<file path="src/common/ephy_pkg.sv">
/*
 Package for the PHY-side port: register map, field positions,
 reset values and timing counts. Assumes a 200 MHz core clock.
*/
package ephy_pkg;
   // -----------------------------------------------------------
   // Register map
   // -----------------------------------------------------------
   localparam logic [7:0] OFS_ADDR_CTRL = 8'h00;
   localparam logic [7:0] OFS_DATA      = 8'h04;
   localparam logic [7:0] OFS_CFG       = 8'h08;
   localparam logic [7:0] OFS_STATUS    = 8'h0C;
   localparam int BIT_BUSY   = 0;
   localparam int BIT_WRITE  = 1;
   localparam int POS_CLKSEL = 2;
   localparam int POS_REG    = 6;
   localparam int POS_PHY    = 11;
   localparam int BIT_RMII   = 23;
   localparam logic [15:0] RST_DATA = 16'h0000;
   // -----------------------------------------------------------
   // Timing
   // -----------------------------------------------------------
   localparam int CLK_PERIOD_PS  = 5000;
   localparam int MDC_MIN_PER_NS = 400;
   localparam int MDC_MIN_HALF_CYC =
      (MDC_MIN_PER_NS * 1000 + 2 * CLK_PERIOD_PS - 1)
      / (2 * CLK_PERIOD_PS);
   localparam int DIV_SEL0 = 42;
   localparam int DIV_SEL1 = 64;
   localparam int DIV_SEL2 = 26;
   localparam int DIV_SEL3 = 16;
   localparam int FRAME_BITS = 64;
   localparam int RD_TA_BIT  = 46;
   localparam int DATA_BIT   = 48;
   localparam logic [3:0] RX_FALSE_CARRIER = 4'hE;
   // -----------------------------------------------------------
   // Types
   // -----------------------------------------------------------
   typedef struct packed {
      logic [4:0] phyAddr;
      logic [4:0] regAddr;
      logic [2:0] clkSel;
      logic       wrSel;
      logic       busy;
   } ephy_ctrl_t;
   typedef enum logic [0:0] {SMI_IDLE, SMI_RUN} ephy_smi_t;
endpackage

</file>
<file path="src/rtl/ephy_port.sv">
/*
 PHY-side port of an Ethernet MAC: AHB-Lite register slave, station
 management master, MII/RMII nibble transmit and receive paths.
 Assumes PHY clocks and pins are sampled on core_clk (200 MHz).
*/
// The implementer's own choices: the placing of the registers and register access over AHB-Lite.
// What this block does
// - Five-bit PHY address reaches 32 PHYs, one register per transaction.
// - Management clock half period floored so it never exceeds 2.5 MHz.
// - Management clock output stays low while idle.
// - Busy set with write select 1 sends data register to PHY.
// - Busy set with write select 0 reads the chosen PHY register.
// - Setting busy starts; busy reads high until hardware clears it.
// - Address and data writes ignored while busy; no error given.
// - Divider codes 0..3 name 42, 64, 26, 16; each is raised to the minimum, so all divide core clock by 80.
// - Transmit enable rises with first nibble, stays for every nibble.
// - Four bits per clock, bit 0 least significant; idle data ignored.
// - Carrier sense and collision are synchronised before use.
// - Receive nibbles are sampled only while receive valid is high.
// - Receive error decoded with receive valid and nibble value.
// - PHY clocks are foreign; synchronised and edge detected here.
// - Reduced mode shares a 50 MHz reference, two bits per clock.
// - Reduced mode sends low dibit first, then high dibit.
module ephy_port
   import ephy_pkg::*;
(
   input  wire logic        core_clk,
   input  wire logic        rst_n,
   input  wire logic        clkEn,
   input  wire logic        hsel,
   input  wire logic [31:0] haddr,
   input  wire logic [1:0]  htrans,
   input  wire logic        hwrite,
   input  wire logic [2:0]  hsize,
   input  wire logic [31:0] hwdata,
   input  wire logic        hready,
   output logic             hreadyout,
   output logic [31:0]      hrdata,
   output logic             hresp,
   output logic             mdc,
   input  wire logic        mdioIn,
   output logic             mdioOut,
   output logic             mdioOeN,
   input  wire logic        txClk,
   input  wire logic        rxClk,
   input  wire logic        refClk,
   output logic [3:0]       txd,
   output logic             txEn,
   input  wire logic [3:0]  rxd,
   input  wire logic        rxDv,
   input  wire logic        rxEr,
   input  wire logic        crs,
   input  wire logic        col,
   input  wire logic        txValid,
   input  wire logic [3:0]  txNibble,
   output logic             txReady,
   output logic [3:0]       rxNibble,
   output logic             rxValid,
   output logic             rxDataErr,
   output logic             rxFalseCarrier,
   output logic             rmiiMode
);
   // ----------------------------------------------------------
   // Functions
   // ----------------------------------------------------------
   // Half period of the management clock in core cycles
   function automatic logic [6:0] halfCycles(input logic [2:0] sel);
      int d;
      case (sel)
         3'h0:    d = DIV_SEL0;
         3'h1:    d = DIV_SEL1;
         3'h2:    d = DIV_SEL2;
         3'h3:    d = DIV_SEL3;
         default: d = DIV_SEL1;
      endcase
      d = d / 2;
      if (d < MDC_MIN_HALF_CYC) begin
         d = MDC_MIN_HALF_CYC;
      end
      return 7'(d);
   endfunction

   // Builds the 64-bit management frame, first bit in bit 63
   function automatic logic [63:0] smiFrame(input ephy_ctrl_t c,
                                            input logic [15:0] dat);
      logic [1:0] op;
      logic [1:0] ta;
      op = c.wrSel ? 2'b01 : 2'b10;
      ta = c.wrSel ? 2'b10 : 2'b11;
      return {32'hFFFF_FFFF, 2'b01, op, c.phyAddr, c.regAddr, ta,
              c.wrSel ? dat : 16'hFFFF};
   endfunction

   // Rising-edge detector on delayed synchronised levels
   function automatic logic rose(input logic now, input logic old);
      return now & ~old;
   endfunction

   // ----------------------------------------------------------
   // Register state
   // ----------------------------------------------------------
   ephy_ctrl_t  ctrl_q;
   logic [15:0] data_q;
   logic        rmii_q;
   logic [31:0] rdata_q;
   logic        wrPend_q;
   logic [7:0]  wrOfs_q;
   logic        accept;
   logic        wrFire;
   logic [1:0]  crsS_q;
   logic [1:0]  colS_q;
   logic        rxDvSeen_q;

   assign accept    = hsel & hready & htrans[1];
   assign wrFire    = wrPend_q & clkEn;
   assign hreadyout = 1'b1;
   assign hresp     = 1'b0;
   assign hrdata    = rdata_q;
   assign rmiiMode  = rmii_q;

   // ----------------------------------------------------------
   // Management engine state
   // ----------------------------------------------------------
   ephy_smi_t   smi_q;
   logic [63:0] shift_q;
   logic [5:0]  bitCnt_q;
   logic [6:0]  halfCnt_q;
   logic        mdc_q;
   logic        mdioOut_q;
   logic        mdioOeN_q;
   logic        smiDone;
   logic        halfEnd;

   assign halfEnd = (halfCnt_q == 7'd1);
   assign smiDone = (smi_q == SMI_RUN) & halfEnd & mdc_q &
                    (bitCnt_q == 6'(FRAME_BITS - 1));

   // AHB address phase capture and read data
   always_ff @(posedge core_clk or negedge rst_n) begin
      if (!rst_n) begin
         wrPend_q <= 1'b0;
         wrOfs_q  <= 8'h00;
         rdata_q  <= 32'h0000_0000;
      end else if (clkEn) begin
         wrPend_q <= accept & hwrite;
         wrOfs_q  <= haddr[7:0];
         if (accept && !hwrite && haddr[31:8] == 24'h00_0000) begin
            case (haddr[7:0])
               OFS_ADDR_CTRL: rdata_q <= {16'h0000, ctrl_q.phyAddr,
                  ctrl_q.regAddr, 1'b0, ctrl_q.clkSel, ctrl_q.wrSel,
                  ctrl_q.busy};
               OFS_DATA:   rdata_q <= {16'h0000, data_q};
               OFS_CFG:    rdata_q <= 32'(rmii_q) << BIT_RMII;
               OFS_STATUS: rdata_q <= {29'h0000_0000, crsS_q[1],
                                       colS_q[1], rxDvSeen_q};
               default:    rdata_q <= 32'h0000_0000;
            endcase
         end
      end
   end

   // Control register: busy cleared by engine, writes held off
   always_ff @(posedge core_clk or negedge rst_n) begin
      if (!rst_n) begin
         ctrl_q <= '0;
      end else if (clkEn) begin
         if (smiDone) begin
            ctrl_q.busy <= 1'b0;
         end else if (wrFire && wrOfs_q == OFS_ADDR_CTRL &&
                      !ctrl_q.busy) begin
            ctrl_q.busy    <= hwdata[BIT_BUSY];
            ctrl_q.wrSel   <= hwdata[BIT_WRITE];
            ctrl_q.clkSel  <= hwdata[POS_CLKSEL +: 3];
            ctrl_q.regAddr <= hwdata[POS_REG +: 5];
            ctrl_q.phyAddr <= hwdata[POS_PHY +: 5];
         end
      end
   end

   // Data register: software write or read capture at completion
   always_ff @(posedge core_clk or negedge rst_n) begin
      if (!rst_n) begin
         data_q <= RST_DATA;
      end else if (clkEn) begin
         if (smiDone && !ctrl_q.wrSel) begin
            data_q <= shift_q[15:0];
         end else if (wrFire && wrOfs_q == OFS_DATA && !ctrl_q.busy) begin
            data_q <= hwdata[15:0];
         end
      end
   end

   // Interface select; meant to be set only while held in reset
   always_ff @(posedge core_clk or negedge rst_n) begin
      if (!rst_n) begin
         rmii_q <= 1'b0;
      end else if (clkEn && wrFire && wrOfs_q == OFS_CFG) begin
         rmii_q <= hwdata[BIT_RMII];
      end
   end

   // ----------------------------------------------------------
   // Station management engine
   // ----------------------------------------------------------
   // Bit sequencer: drive on low half, sample at rising edge
   always_ff @(posedge core_clk or negedge rst_n) begin
      if (!rst_n) begin
         smi_q     <= SMI_IDLE;
         shift_q   <= 64'h0000_0000_0000_0000;
         bitCnt_q  <= 6'd0;
         halfCnt_q <= 7'd0;
         mdc_q     <= 1'b0;
      end else if (clkEn) begin
         case (smi_q)
            SMI_IDLE: begin
               mdc_q <= 1'b0;
               if (ctrl_q.busy) begin
                  smi_q     <= SMI_RUN;
                  shift_q   <= smiFrame(ctrl_q, data_q);
                  bitCnt_q  <= 6'd0;
                  halfCnt_q <= halfCycles(ctrl_q.clkSel);
               end
            end
            SMI_RUN: begin
               if (!halfEnd) begin
                  halfCnt_q <= halfCnt_q - 7'd1;
               end else begin
                  halfCnt_q <= halfCycles(ctrl_q.clkSel);
                  mdc_q     <= ~mdc_q;
                  if (!mdc_q) begin
                     // Rising edge: sample reply bit into the tail
                     shift_q <= {shift_q[62:0], mdioIn};
                  end else if (smiDone) begin
                     smi_q <= SMI_IDLE;
                     mdc_q <= 1'b0;
                  end else begin
                     bitCnt_q <= bitCnt_q + 6'd1;
                  end
               end
            end
            default: smi_q <= SMI_IDLE;
         endcase
      end
   end

   // Pin drive: frame bit presented during the low half
   always_ff @(posedge core_clk or negedge rst_n) begin
      if (!rst_n) begin
         mdioOut_q <= 1'b1;
         mdioOeN_q <= 1'b1;
      end else if (clkEn) begin
         if (smi_q == SMI_RUN && !mdc_q) begin
            mdioOut_q <= shift_q[63];
            mdioOeN_q <= !ctrl_q.wrSel &&
                         bitCnt_q >= 6'(RD_TA_BIT);
         end else if (smi_q == SMI_IDLE) begin
            mdioOeN_q <= 1'b1;
         end
      end
   end

   assign mdc     = mdc_q;
   assign mdioOut = mdioOut_q;
   assign mdioOeN = mdioOeN_q;

   // ----------------------------------------------------------
   // PHY clock and status synchronisers
   // ----------------------------------------------------------
   logic [2:0] txClkS_q;
   logic [2:0] rxClkS_q;
   logic [2:0] refClkS_q;
   logic [3:0] rxdS1_q;
   logic [3:0] rxdS2_q;
   logic [1:0] rxDvS_q;
   logic [1:0] rxErS_q;
   logic       txEdge;
   logic       rxEdge;

   // Two flops per level, third flop only for edge detection
   always_ff @(posedge core_clk or negedge rst_n) begin
      if (!rst_n) begin
         txClkS_q  <= 3'b000;
         rxClkS_q  <= 3'b000;
         refClkS_q <= 3'b000;
         crsS_q    <= 2'b00;
         colS_q    <= 2'b00;
         rxdS1_q   <= 4'h0;
         rxdS2_q   <= 4'h0;
         rxDvS_q   <= 2'b00;
         rxErS_q   <= 2'b00;
      end else if (clkEn) begin
         txClkS_q  <= {txClkS_q[1:0], txClk};
         rxClkS_q  <= {rxClkS_q[1:0], rxClk};
         refClkS_q <= {refClkS_q[1:0], refClk};
         crsS_q    <= {crsS_q[0], crs};
         colS_q    <= {colS_q[0], col};
         rxdS1_q   <= rxd;
         rxdS2_q   <= rxdS1_q;
         rxDvS_q   <= {rxDvS_q[0], rxDv};
         rxErS_q   <= {rxErS_q[0], rxEr};
      end
   end

   // MII transmit changes after falling edge, reduced mode after rising edge; receive samples rising edge
   assign txEdge = rmii_q ? rose(refClkS_q[1], refClkS_q[2])
                          : rose(txClkS_q[2], txClkS_q[1]);
   assign rxEdge = rmii_q ? rose(refClkS_q[1], refClkS_q[2])
                          : rose(rxClkS_q[1], rxClkS_q[2]);

   // ----------------------------------------------------------
   // Transmit path
   // ----------------------------------------------------------
   logic [3:0] txd_q;
   logic       txEn_q;
   logic       txHigh_q;
   logic [1:0] txHold_q;

   // Nibble is taken when the link edge is due and no dibit pends
   assign txReady = txEdge & ~txHigh_q;

   always_ff @(posedge core_clk or negedge rst_n) begin
      if (!rst_n) begin
         txd_q    <= 4'h0;
         txEn_q   <= 1'b0;
         txHigh_q <= 1'b0;
         txHold_q <= 2'b00;
      end else if (clkEn && txEdge) begin
         if (txHigh_q) begin
            txd_q    <= {2'b00, txHold_q};
            txHigh_q <= 1'b0;
         end else if (txValid) begin
            txEn_q <= 1'b1;
            if (rmii_q) begin
               txd_q    <= {2'b00, txNibble[1:0]};
               txHold_q <= txNibble[3:2];
               txHigh_q <= 1'b1;
            end else begin
               txd_q <= txNibble;
            end
         end else begin
            txEn_q <= 1'b0;
            txd_q  <= 4'h0;
         end
      end
   end

   assign txd  = txd_q;
   assign txEn = txEn_q;

   // ----------------------------------------------------------
   // Receive path
   // ----------------------------------------------------------
   logic [3:0] rxNib_q;
   logic       rxVal_q;
   logic       rxDErr_q;
   logic       rxFc_q;
   logic       rxHigh_q;
   logic [1:0] rxLow_q;

   always_ff @(posedge core_clk or negedge rst_n) begin
      if (!rst_n) begin
         rxNib_q  <= 4'h0;
         rxVal_q  <= 1'b0;
         rxDErr_q <= 1'b0;
         rxFc_q   <= 1'b0;
         rxHigh_q <= 1'b0;
         rxLow_q  <= 2'b00;
      end else if (clkEn) begin
         rxVal_q  <= 1'b0;
         rxDErr_q <= 1'b0;
         rxFc_q   <= 1'b0;
         if (rxEdge) begin
            // Error cause from error, valid and nibble together
            rxDErr_q <= rxErS_q[1] & rxDvS_q[1];
            rxFc_q   <= rxErS_q[1] & ~rxDvS_q[1] &
                        (rxdS2_q == RX_FALSE_CARRIER);
            if (!rxDvS_q[1]) begin
               rxHigh_q <= 1'b0;
            end else if (!rmii_q) begin
               rxNib_q <= rxdS2_q;
               rxVal_q <= 1'b1;
            end else if (!rxHigh_q) begin
               rxLow_q  <= rxdS2_q[1:0];
               rxHigh_q <= 1'b1;
            end else begin
               rxNib_q  <= {rxdS2_q[1:0], rxLow_q};
               rxVal_q  <= 1'b1;
               rxHigh_q <= 1'b0;
            end
         end
      end
   end

   // Receive-valid activity flag for the status register
   always_ff @(posedge core_clk or negedge rst_n) begin
      if (!rst_n) begin
         rxDvSeen_q <= 1'b0;
      end else if (clkEn) begin
         rxDvSeen_q <= rxDvS_q[1];
      end
   end

   assign rxNibble       = rxNib_q;
   assign rxValid        = rxVal_q;
   assign rxDataErr      = rxDErr_q;
   assign rxFalseCarrier = rxFc_q;
endmodule

</file>
<file path="config.mk">
export PLATFORM = sky130hd
export DESIGN_NAME = ephy_port
export DESIGN_NICKNAME = d
export VERILOG_FILES = /design/src/common/ephy_pkg.sv /design/src/rtl/ephy_port.sv
export SDC_FILE = /design/constraint.sdc
export NUM_CORES = 1
export LEC_CHECK = 0
export CAP_MARGIN = 0
export CORE_MARGIN = 2
export CORE_UTILIZATION = 60
export DETAILED_ROUTE_END_ITERATION = 10
export DONT_BUFFER_PORTS = 1
export GPL_ROUTABILITY_DRIVEN = 0
export PLACE_DENSITY = 0.79
export SETUP_SLACK_MARGIN = 0.1
export SYNTH_ARGS = -nofsm -noshare
export SYNTH_HDL_FRONTEND = slang
export SYNTH_SLANG_ARGS = --single-unit
</file>
<file path="constraint.sdc">
create_clock -name core_clk -period 2.9 [get_ports core_clk]
set_input_delay 0.435 -clock core_clk [delete_from_list [all_inputs] [get_ports core_clk]]
set_output_delay 0.435 -clock core_clk [all_outputs]
set_load 0.03 [all_outputs]
</file>
Yosys cells after proc, flatten, opt, wreduce, memory -nomap -nowiden
Cells that the tools add are included.
Storage, ports and cells
  register bits: 198
  bits in latches: 0
  memory bits (writable): 0
  bits in read-only memories: 0
  memories kept: 0
Cells by class
  add/subtract/negate cells: 4
  $mul: 0
  divide/modulo/power cells: 0
  order comparisons: 3
  eq/ne operators: 18
  shifts and indexed selects: 0
  multiplexer cells: 60
  bitwise logic cells: 25
  reduce and logical (&&, ||, !) cells: 37
Operators with widths (number)
  $mux 32: 6
  $mux 64: 3
  $pmux 64 s2: 1
  $pmux 24 s4: 1
  $add 32x1->32: 2
  $lt 32x7->1 const B: 2
  $mux 16: 3
  $mux 7: 4
  $mux 1: 27
  $eq 8x4->1 const B: 3
  $logic_not 24->1: 1
  $mux 6: 4
  $pmux 7 s3: 1
  $mux 4: 5
  $and 1x1->1: 16
  $eq 8x3->1 const B: 2
  $logic_not 8->1: 2
  $reduce_and 2->1: 8
  $pmux 7 s2: 1
  $logic_and 1x1->1: 12
  $pmux 6 s2: 1
  $reduce_and 4->1: 3
  $reduce_and 5->1: 2
  $not 1->1: 9
  15 further kinds: 28

Longest topological paths before layout
Gate-level depths: netlist of the first run.
  depth after elaboration: 11
  depth in mapped cells: 9

Least setup slack after synthesis of the first run
Ideal clock, no wire load.
  path type: reg2reg
  start point: register halfCnt_q[3]
  end point: register data_q[10]
  setup time: 0.125 ns
  arrival: 2.396 ns
  required time: 2.775 ns
  setup slack: 0.379 ns
  stages on the path, launching flop included: 7
  buffers on the path: 2
  period minus slack after synthesis: 2.521 ns
  cell sequence: dfrtp_1 or4_4 or4_4 buf_6 a21boi_4 buf_6 mux2_4
Between the ends
  cells in the longest elaborated chain, start to end: 7
RTL lines
  from (decl): RTL line ephy_port.sv:127  | logic [6:0] halfCnt_q;
  from (signal assigned): RTL line ephy_port.sv:221  | halfCnt_q <= halfCycles(ctrl_q.clkSel);
  from (signal assigned): RTL line ephy_port.sv:226  | halfCnt_q <= halfCnt_q - 7'd1;
  from (signal assigned): RTL line ephy_port.sv:228  | halfCnt_q <= halfCycles(ctrl_q.clkSel);
  $eq 7x1->1 (*): RTL line ephy_port.sv:134  | assign halfEnd = (halfCnt_q == 7'd1);
  $and 1x1->1 (*) (3 in a row): RTL line ephy_port.sv:135  | assign smiDone = (smi_q == SMI_RUN) & halfEnd & mdc_q &
  $logic_and 1x1->1 (*): RTL line ephy_port.sv:185  | if (smiDone && !ctrl_q.wrSel) begin
  $reduce_bool 2->1 (no line)
  $reduce_and 2->1 (no line)
  to (signal assigned): RTL line ephy_port.sv:186  | data_q <= shift_q[15:0];
  to (signal assigned): RTL line ephy_port.sv:188  | data_q <= hwdata[15:0];
  to (decl): RTL line ephy_port.sv:103  | logic [15:0] data_q;
Every way passes the cells marked *; elsewhere a longest branch is shown, timed or not.
A chain may end at the register's enable or synchronous reset.

Worst setup path after layout of the first run
  start point: register halfCnt_q[3]
  end point: register data_q[5]
The elaborated chain is that of the path after synthesis.

==> reports/metrics.json, run 1 <==
{
  "critical_path": {
    "cp_data_required_time_ns": 3.21,
    "critPathSlowestCell": "sky130_fd_sc_hd__or4_4",
    "critical-path-top-delay-family": "simple AND/OR/NAND/NOR gates",
    "path_buf_inv": 1,
    "crit_path_start_kind": "register",
    "worst_setup_path_end_kind": "register",
    "arrival_ns": 2.90,
    "timing.reg2reg.worst_path_depth": 5,
    "worstPathMaxFanout": 16,
    "regToRegStartpoint": "halfCnt_q[3]$_DFFE_PN0P_",
    "worstPathCellList": "or4_4 -> or4_4 -> a21boi_4 -> buf_4 -> mux2_2",
    "reg2reg_to": "data_q[5]$_DFFE_PN0P_",
    "reg2reg_slack_ns": 0.30,
    "critical-path-max-stage-delay_ns": 0.61,
    "criticalPathCategory": "register to register",
    "critPathMostFrequentCell": "sky130_fd_sc_hd__or4_4"
  },
  "cts": {
    "post_cts_resized": 0,
    "insertion_delay_ns": 0.43,
    "clock-root-buffer": "sky130_fd_sc_hd__clkbuf_16",
    "clock_tree_from_tritoncts": "yes",
    "sink_count": 183,
    "cts.repair_timing.setup_buffer_count": 0,
    "tritoncts.num_buffers": 17,
    "max-clock-path-buffers": 2,
    "htree_levels": 4,
    "clkSlewWorstSetupHoldPaths_ns": 0.06
  },
  "sta": {
    "worst_clk_skew_ns": 0.006422,
    "rsz0062_at_grt": "no",
    "fin_crit_ns": 2.596,
    "slew_headroom_pct": 36.15,
    "timing.final.max_slew_violations": 0,
    "tns_ns": 0,
    "setup-violations-final": 0,
    "max_freq_mhz": 385.1,
    "final.hold.worst_slack_ns": -0.2993,
    "number_of_failing_hold_endpoints_at_the_final_stage": 183,
    "timing.final.crit_share_pct": 89.53,
    "transition_time_of_the_tightest_slew_check_pin_ns": 0.9477
  },
  "layout": {
    "layout.nets": 784,
    "layout.area.seq_um2": 4583,
    "area_of_combinational_cells_with_multiple_inputs_um2": 3562,
    "layout-drive-gt1-share_pct": 23.54,
    "n_antenna_cell": 0,
    "final_core_util_pct": 65.94,
    "area_growth_pct": 8.052,
    "mostFrequentLayoutCell": "sky130_fd_sc_hd__dfrtp_1",
    "highest_count_cells_in_the_layout_ignoring_fill_and_taps": "sky130_fd_sc_hd__dfrtp_1, sky130_fd_sc_hd__mux2_2, sky130_fd_sc_hd__o21ai_0",
    "count_of_filler_cells_inserted_in_the_layout": 1002
  },
  "pwr": {
    "leakagePower_nw": 4.229,
    "power_per_cell_area_nw_per_um2": 637.0,
    "vdd_ir_drop_max_v": 0.0004153
  },
  "routing": {
    "route.antenna.remaining_nets": 0,
    "dr_total_vias": 5410,
    "initialDrtViolationCount": 430,
    "vias_per_cell": 6.141,
    "firstDrtPassIters": 5,
    "drcViolationCount": 0,
    "wire_per_inst_um": 18.91,
    "finalWirelength_mm": 16.66
  },
  "die": {
    "start_util_pct": 61.03,
    "design.core.area_um2": 13830,
    "total_die_area_um2": 15030,
    "io_pins": 143,
    "die_h_um": 122.6,
    "num_rows": 43,
    "die-width_um": 122.6
  },
  "job": {
    "max-cap-violations": 0
  },
  "synth": {
    "synth_edf_count": 0,
    "synthCells": 698,
    "synth_cell_type_count": 59,
    "synth.avg_cell_area_um2": 12.09,
    "ys_dominant_reg_cell": "sky130_fd_sc_hd__dfrtp_1",
    "postSynth.asyncResetShare_pct": 100.0,
    "seq_area_frac_synth_pct": 54.30,
    "yosysWarnings": 0,
    "synth_seq_cells": 183,
    "synthesis.area_um2": 8438
  },
  "place": {
    "io_buffers": 0,
    "hpwl_dp_mm": 10.79
  },
  "global_routing": {
    "grt_antenna_before_repair": 0,
    "grt_start_max_net_pins": 184,
    "grt_first_pass_wirelength_mm": 27.39,
    "grt_util_all_layers_pct": 23.61,
    "gr_ovfl_total": 0,
    "grt_pass1_vias": 5629
  },
  "outcome": {
    "outcome": "complete, but fails checks",
    "violations": "negative hold slack"
  },
  "hold_path": {
    "min_path_type": "input pin to asynchronous set/reset pin"
  }
}
state kept, by name, summed over array words and instances (netlist names), 2 cells and up:
register / cells
rxNibble: 4
shift_q: 64
bitCnt_q: 6
rxClkS_q: 3
crsS_q: 2
data_q: 16
hrdata: 17
rxErS_q: 2
txd: 4
txClkS_q: 3
refClkS_q: 3
rxLow_q: 2
wrOfs_q: 8
ctrl_q: 15
txHold_q: 2
rxdS2_q: 4
colS_q: 2
rxDvS_q: 2
rxdS1_q: 4
halfCnt_q: 7
stage by stage:
stage / setup slack [ns] / cells / power, W / cell area, um^2
floorplan: 0.3793 / 713 / 0.003495 / 8494
global placement: 0.3785 / 849 / 0.003543 / 8533
detailed placement: 0.3324 / 849 / 0.003589 / 8533
CTS: 0.3206 / 881 / 0.005850 / 9117
global route: 0.2440 / 881 / 0.006054 / 9117
finish: 0.3036 / 881 / 0.005808 / 9117
power by group:
group          total [W]  switching [W]  internal [W]
Combinational   0.000490       0.000245      0.000245
Sequential       0.00306       0.000292       0.00277
Clock            0.00226       0.000949       0.00131
Total            0.00581        0.00149       0.00432
cell usage after synthesis (2+ instances only):
master,instances,share of area [%]
sky130_fd_sc_hd__a21oi_1,31,1.8
sky130_fd_sc_hd__a22oi_1,6,0.53
sky130_fd_sc_hd__a2bb2oi_1,2,0.21
sky130_fd_sc_hd__buf_1,8,0.36
sky130_fd_sc_hd__buf_2,7,0.42
sky130_fd_sc_hd__buf_4,17,1.5
sky130_fd_sc_hd__buf_6,3,0.40
sky130_fd_sc_hd__clkbuf_1,23,1.0
sky130_fd_sc_hd__conb_1,2,0.089
sky130_fd_sc_hd__dfrtp_1,181,54
sky130_fd_sc_hd__dfstp_2,2,0.62
sky130_fd_sc_hd__ha_1,4,0.59
sky130_fd_sc_hd__inv_1,12,0.53
sky130_fd_sc_hd__mux2_2,89,12
sky130_fd_sc_hd__mux2_4,20,3.6
sky130_fd_sc_hd__mux2i_1,28,3.3
sky130_fd_sc_hd__nand2_1,42,1.9
sky130_fd_sc_hd__nand2b_1,4,0.30
sky130_fd_sc_hd__nand3_1,9,0.53
sky130_fd_sc_hd__nand4_1,6,0.44
sky130_fd_sc_hd__nand4b_1,2,0.21
sky130_fd_sc_hd__nor2_1,26,1.2
sky130_fd_sc_hd__nor2b_1,20,1.5
sky130_fd_sc_hd__nor3_1,5,0.30
sky130_fd_sc_hd__nor3b_1,2,0.18
sky130_fd_sc_hd__nor4_1,11,0.82
sky130_fd_sc_hd__nor4bb_1,2,0.24
sky130_fd_sc_hd__o21a_1,2,0.18
sky130_fd_sc_hd__o21ai_0,46,2.7
sky130_fd_sc_hd__o22a_1,34,3.5
sky130_fd_sc_hd__o22ai_1,3,0.22
sky130_fd_sc_hd__o41ai_1,16,1.7
sky130_fd_sc_hd__or3_1,2,0.15
sky130_fd_sc_hd__or4_1,2,0.18
sky130_fd_sc_hd__or4_4,2,0.27
sky130_fd_sc_hd__xor2_1,4,0.42
layer usage:
metal,up-vias,GRT usage (%),share of wire (%)
met4,0,9.124,1.9
li1,2501,-,-
met2,169,39.44,50
met5,-,0,0
met3,28,6.738,5.7
met1,2712,29.11,43
cells by family after synthesis:
| group | Yosys count | share of synthesized area, % |
|---|---|---|
| XOR/XNOR | 5 | 0.5190 |
| buffers and inverters | 70 | 4.241 |
| AO/OA/AOI/OAI | 155 | 12.54 |
| other | 2 | 0.08900 |
| adder cells (fa/ha/maj) | 4 | 0.5931 |
| AND/OR/NAND/NOR | 141 | 8.823 |
| flip-flops | 183 | 54.30 |
| multiplexers | 138 | 18.89 |
final cells by class:
type                    count  share of cell area, %
multi-input cells         460                  39.07
well taps                 180                  2.470
repair buffers             14                  1.290
clock inverters            12                  1.400
clock buffers              20                  5.009
inverters                  12                 0.4940
flip-flops and latches    183                  50.27
worst max path at each step:
stage                             startpoint                     end  slack, ns  cells after the start
floorplan           halfCnt_q[3]$_DFFE_PN0P_  data_q[10]$_DFFE_PN0P_       0.38                      6
global placement    halfCnt_q[3]$_DFFE_PN0P_   data_q[2]$_DFFE_PN0P_       0.38                      5
detailed placement  halfCnt_q[3]$_DFFE_PN0P_   data_q[0]$_DFFE_PN0P_       0.33                      5
CTS                 halfCnt_q[3]$_DFFE_PN0P_   data_q[0]$_DFFE_PN0P_       0.32                      5
global route        halfCnt_q[3]$_DFFE_PN0P_   data_q[5]$_DFFE_PN0P_       0.24                      5
finish              halfCnt_q[3]$_DFFE_PN0P_   data_q[5]$_DFFE_PN0P_       0.30                      5
Note: power is estimated with default switching activity, not from simulation.
==> run 2: changes to the inputs <==
--- a/config.mk
+++ b/config.mk
@@ -5,9 +5,11 @@
 export SDC_FILE = /design/constraint.sdc
 export NUM_CORES = 1
 export LEC_CHECK = 0
+export ABC_AREA = 1
 export CAP_MARGIN = 0
 export CORE_MARGIN = 2
 export CORE_UTILIZATION = 60
+export CTS_CLUSTER_DIAMETER = 60
 export DETAILED_ROUTE_END_ITERATION = 10
 export DONT_BUFFER_PORTS = 1
 export GPL_ROUTABILITY_DRIVEN = 0
==> reports/metrics.json, run 2 <==
{
  "global_routing": {
    "grt_pass1_vias": {"value": 6467, "change": "+15%"},
    "gr_ovfl_total": {"value": 0, "change": "unchanged"},
    "grt_start_max_net_pins": {"value": 184, "change": "unchanged"},
    "grt_util_all_layers": {"value": 26.05, "unit": "%", "change": "+2.4 points"},
    "grt_first_pass_wirelength": {"value": 30.75, "unit": "mm", "change": "+12%"},
    "grt_antenna_before_repair": {"value": 0, "change": "unchanged"}
  },
  "outcome": {
    "outcome": "complete, but fails checks",
    "violations": "negative hold slack"
  },
  "pwr": {
    "leakagePower": {"value": 4.649, "unit": "nW", "change": "+9.9%"},
    "power_per_cell_area": {"value": 699.4, "unit": "nW/um^2", "change": "+9.8%"},
    "vdd_ir_drop_max": {"value": 0.0004734, "unit": "V", "change": "+14%"}
  },
  "hold_path": {
    "min_path_type": "input pin to asynchronous set/reset pin"
  },
  "sta": {
    "number_of_failing_hold_endpoints_at_the_final_stage": {"value": 183, "change": "unchanged"},
    "timing.final.max_slew_violations": {"value": 0, "change": "unchanged"},
    "setup-violations-final": {"value": 0, "change": "unchanged"},
    "max_freq": {"value": 398.0, "unit": "MHz", "change": "+3.3%"},
    "worst_clk_skew": {"value": 0.006759, "unit": "ns", "change": "+0.0003379 ns"},
    "timing.final.crit_share": {"value": 86.65, "unit": "%", "change": "-2.9 points"},
    "fin_crit": {"value": 2.513, "unit": "ns", "change": "-0.08356 ns"},
    "slew_headroom": {"value": 52.03, "unit": "%", "change": "+16 points"},
    "tns": {"value": 0, "unit": "ns", "change": "unchanged"},
    "rsz0062_at_grt": "no",
    "transition_time_of_the_tightest_slew_check_pin": {"value": 0.7195, "unit": "ns", "change": "-0.2282 ns"},
    "final.hold.worst_slack": {"value": -0.2959, "unit": "ns", "change": "+0.003453 ns"}
  },
  "layout": {
    "area_of_combinational_cells_with_multiple_inputs": {"value": 3317, "unit": "um^2", "change": "-6.9%"},
    "count_of_filler_cells_inserted_in_the_layout": {"value": 1155, "change": "+15%"},
    "n_antenna_cell": {"value": 0, "change": "unchanged"},
    "max_flop_register": "shift_q",
    "largest_reg_flops": {"value": 64, "change": "unchanged"},
    "layout-drive-gt1-share": {"value": 6.900, "unit": "%", "change": "-17 points"},
    "highest_count_cells_in_the_layout_ignoring_fill_and_taps": "sky130_fd_sc_hd__nand2_1, sky130_fd_sc_hd__dfrtp_1, sky130_fd_sc_hd__inv_1",
    "mostFrequentLayoutCell": "sky130_fd_sc_hd__nand2_1",
    "layout.area.seq": {"value": 4582, "unit": "um^2", "change": "about the same"},
    "final_core_util": {"value": 65.59, "unit": "%", "change": "-0.35 points"},
    "layout.nets": {"value": 1112, "change": "+42%"},
    "area_growth_pct": 6.638,
    "finalNonFillerCells": {"value": 1209, "change": "+37%"}
  },
  "routing": {
    "finalWirelength": {"value": 18.16, "unit": "mm", "change": "+9.0%"},
    "route.antenna.remaining_nets": {"value": 0, "change": "unchanged"},
    "initialDrtViolationCount": {"value": 554, "change": "+29%"},
    "dr_total_vias": {"value": 6623, "change": "+22%"},
    "wire_per_inst": {"value": 15.02, "unit": "um", "change": "-21%"},
    "vias_per_cell": {"value": 5.478, "change": "-11%"},
    "firstDrtPassIters": {"value": 5, "change": "unchanged"},
    "drcViolationCount": {"value": 0, "change": "unchanged"}
  },
  "synth": {
    "post_synth_mux_area_share": {"value": 0, "unit": "%", "change": "-19 points"},
    "largest_family_of_logic_cells_by_synthesized_area": "simple AND/OR/NAND/NOR gates",
    "yosys.area.top_type": "sky130_fd_sc_hd__dfrtp_1",
    "synthDominantCellAreaShare": {"value": 53.05, "unit": "%", "change": "-0.63 points"},
    "synthesis.area": {"value": 8538, "unit": "um^2", "change": "+1.2%"},
    "postSynth.asyncResetShare": {"value": 100.0, "unit": "%", "change": "unchanged"},
    "synth_seq_cells": {"value": 183, "change": "unchanged"},
    "synth_cell_type_count": {"value": 39, "change": "-34%"},
    "synth_top_area_cells": "sky130_fd_sc_hd__dfrtp_1, sky130_fd_sc_hd__nand2_1, sky130_fd_sc_hd__inv_1",
    "synth_simple_gate_area_share": {"value": 26.30, "unit": "%", "change": "+17 points"},
    "synth.avg_cell_area": {"value": 8.257, "unit": "um^2", "change": "-32%"},
    "netlist_top_cells_count": "sky130_fd_sc_hd__nand2_1, sky130_fd_sc_hd__dfrtp_1, sky130_fd_sc_hd__inv_1",
    "seq_area_frac_synth": {"value": 53.66, "unit": "%", "change": "-0.64 points"},
    "yosysWarnings": {"value": 0, "change": "unchanged"},
    "ys_dominant_reg_cell": "sky130_fd_sc_hd__dfrtp_1",
    "synth_fa_ha_area_share": {"value": 0.5862, "unit": "%", "change": "-0.0070 points"},
    "yosys.area_share.xor_xnor": {"value": 0.5129, "unit": "%", "change": "-0.0061 points"},
    "synth.most_common_cell": "sky130_fd_sc_hd__nand2_1",
    "synthCells": {"value": 1034, "change": "+48%"},
    "area_fraction_in_compound_gates_after_synthesis": {"value": 10.70, "unit": "%", "change": "-1.8 points"},
    "synth_edf_count": {"value": 0, "change": "unchanged"}
  },
  "critical_path": {
    "timing.reg2reg.worst_path_depth": {"value": 10, "change": "+5"},
    "arrival": {"value": 2.08, "unit": "ns", "change": "-0.82 ns"},
    "worstPathCellList": "nand3_1 -> o31ai_1 -> and2_1",
    "criticalPathCategory": "register to output port",
    "regToRegStartpoint": "halfCnt_q[1]$_DFFE_PN0P_",
    "worst_setup_path_end_kind": "output port",
    "reg2reg_to": "shift_q[12]$_DFFE_PN0P_",
    "reg2reg_slack": {"value": 0.47, "unit": "ns", "change": "+0.17 ns"},
    "critPathSlowestCell": "sky130_fd_sc_hd__dfrtp_1",
    "startpoint": "rmiiMode$_DFFE_PN0P_",
    "worstPathMaxFanout": {"value": 11, "change": "-5"},
    "cp_data_required_time": {"value": 2.47, "unit": "ns", "change": "-0.74 ns"},
    "critical-path-max-stage-delay": {"value": 0.81, "unit": "ns", "change": "+0.20 ns"},
    "crit_path_start_kind": "register"
  },
  "cts": {
    "clock_tree_from_tritoncts": "yes",
    "tritoncts.num_buffers": {"value": 17, "change": "unchanged"},
    "sink_count": {"value": 183, "change": "unchanged"},
    "post_cts_resized": {"value": 0, "change": "unchanged"},
    "insertion_delay": {"value": 0.43, "unit": "ns", "change": "about the same"},
    "clock-root-buffer": "sky130_fd_sc_hd__clkbuf_16",
    "clkSlewWorstSetupHoldPaths": {"value": 0.06, "unit": "ns", "change": "about the same"},
    "cts.repair_timing.setup_buffer_count": {"value": 0, "change": "unchanged"},
    "max-clock-path-buffers": {"value": 2, "change": "unchanged"},
    "htree_levels": {"value": 4, "change": "unchanged"}
  },
  "die": {
    "num_rows": {"value": 43, "change": "unchanged"},
    "total_die_area": {"value": 15200, "unit": "um^2", "change": "+1.1%"},
    "design.core.area": {"value": 13880, "unit": "um^2", "change": "+0.39%"},
    "start_util": {"value": 61.51, "unit": "%", "change": "+0.48 points"},
    "die-width": {"value": 123.3, "unit": "um", "change": "+0.57%"},
    "die_h": {"value": 123.3, "unit": "um", "change": "+0.57%"},
    "io_pins": {"value": 143, "change": "unchanged"}
  },
  "place": {
    "io_buffers": {"value": 0, "change": "unchanged"},
    "dp_cells": {"value": 1177, "change": "+39%"},
    "hpwl_dp": {"value": 11.53, "unit": "mm", "change": "+6.9%"}
  },
  "job": {
    "max-cap-violations": {"value": 0, "change": "unchanged"}
  }
}
## run 2: metal layers
metal | vias to the layer above | GRT usage [%] | wire [um]
li1 | 3235 | - | -
met1 | 3125 | 36.17 | 7947
met2 | 227 | 39.90 | 8510
met3 | 36 | 5.074 | 1220
met4 | 0 | 11.86 | 481
met5 | - | 0 | 0
## run 2: power by group
part / total (W) / switching, W / internal, W
Clock: 0.00221 / 0.000937 / 0.00127
Combinational: 0.000824 / 0.000486 / 0.000338
Sequential: 0.00334 / 0.000378 / 0.00296
## run 2: critical path, delay by kind of cell (launching register included)
family	cells	cell delay [ns]
compound gates	1	0.16
simple gates	2	0.68
flops	1	0.81
## run 2: kinds of logic after synthesis
kind of cell               count (synthesis)
and+or+nand+nor                          534
DFF                                      183
AOI/OAI and AO/OA                        154
buffers and inverters                    152
xor gates and xnor gates                   5
adders and majority gates                  4
other                                      2
## run 2: per-stage QoR
stage	area, um^2	worst slack (ns)	total power [W]	hold slack [ns]
finish	9105	0.3872	0.006368	-0.2959
global route	9105	0.2091	0.006704	-0.3209
CTS	9105	0.4030	0.006395	-0.3136
detailed placement	8542	0.4924	0.004181	0.1437
global placement	8542	0.5676	0.004123	0.1430
floorplan	8594	1.129	0.004013	0.1394
## run 2: cell type report
class,instances,share of cell area [%]
sequential,183,50.32
multi-input combinational,714,36.43
clock buffer,24,5.401
inverter,92,3.793
tap,180,2.474
timing repair buffer,8,0.7970
clock inverter,8,0.7833
## run 2: worst max path at each step
| stage | endpoint | slack, ns | cells after the start |
|---|---|---|---|
| 6_report | txReady | 0.39 | 3 |
| 5_1_grt | shift_q[3]$_DFFE_PN0P_ | 0.21 | 10 |
| 4_1_cts | txReady | 0.40 | 3 |
| 3_5_place_dp | shift_q[1]$_DFFE_PN0P_ | 0.49 | 10 |
| 3_3_place_gp | shift_q[5]$_DFFE_PN0P_ | 0.57 | 10 |
| 2_1_floorplan | txReady | 1.13 | 4 |
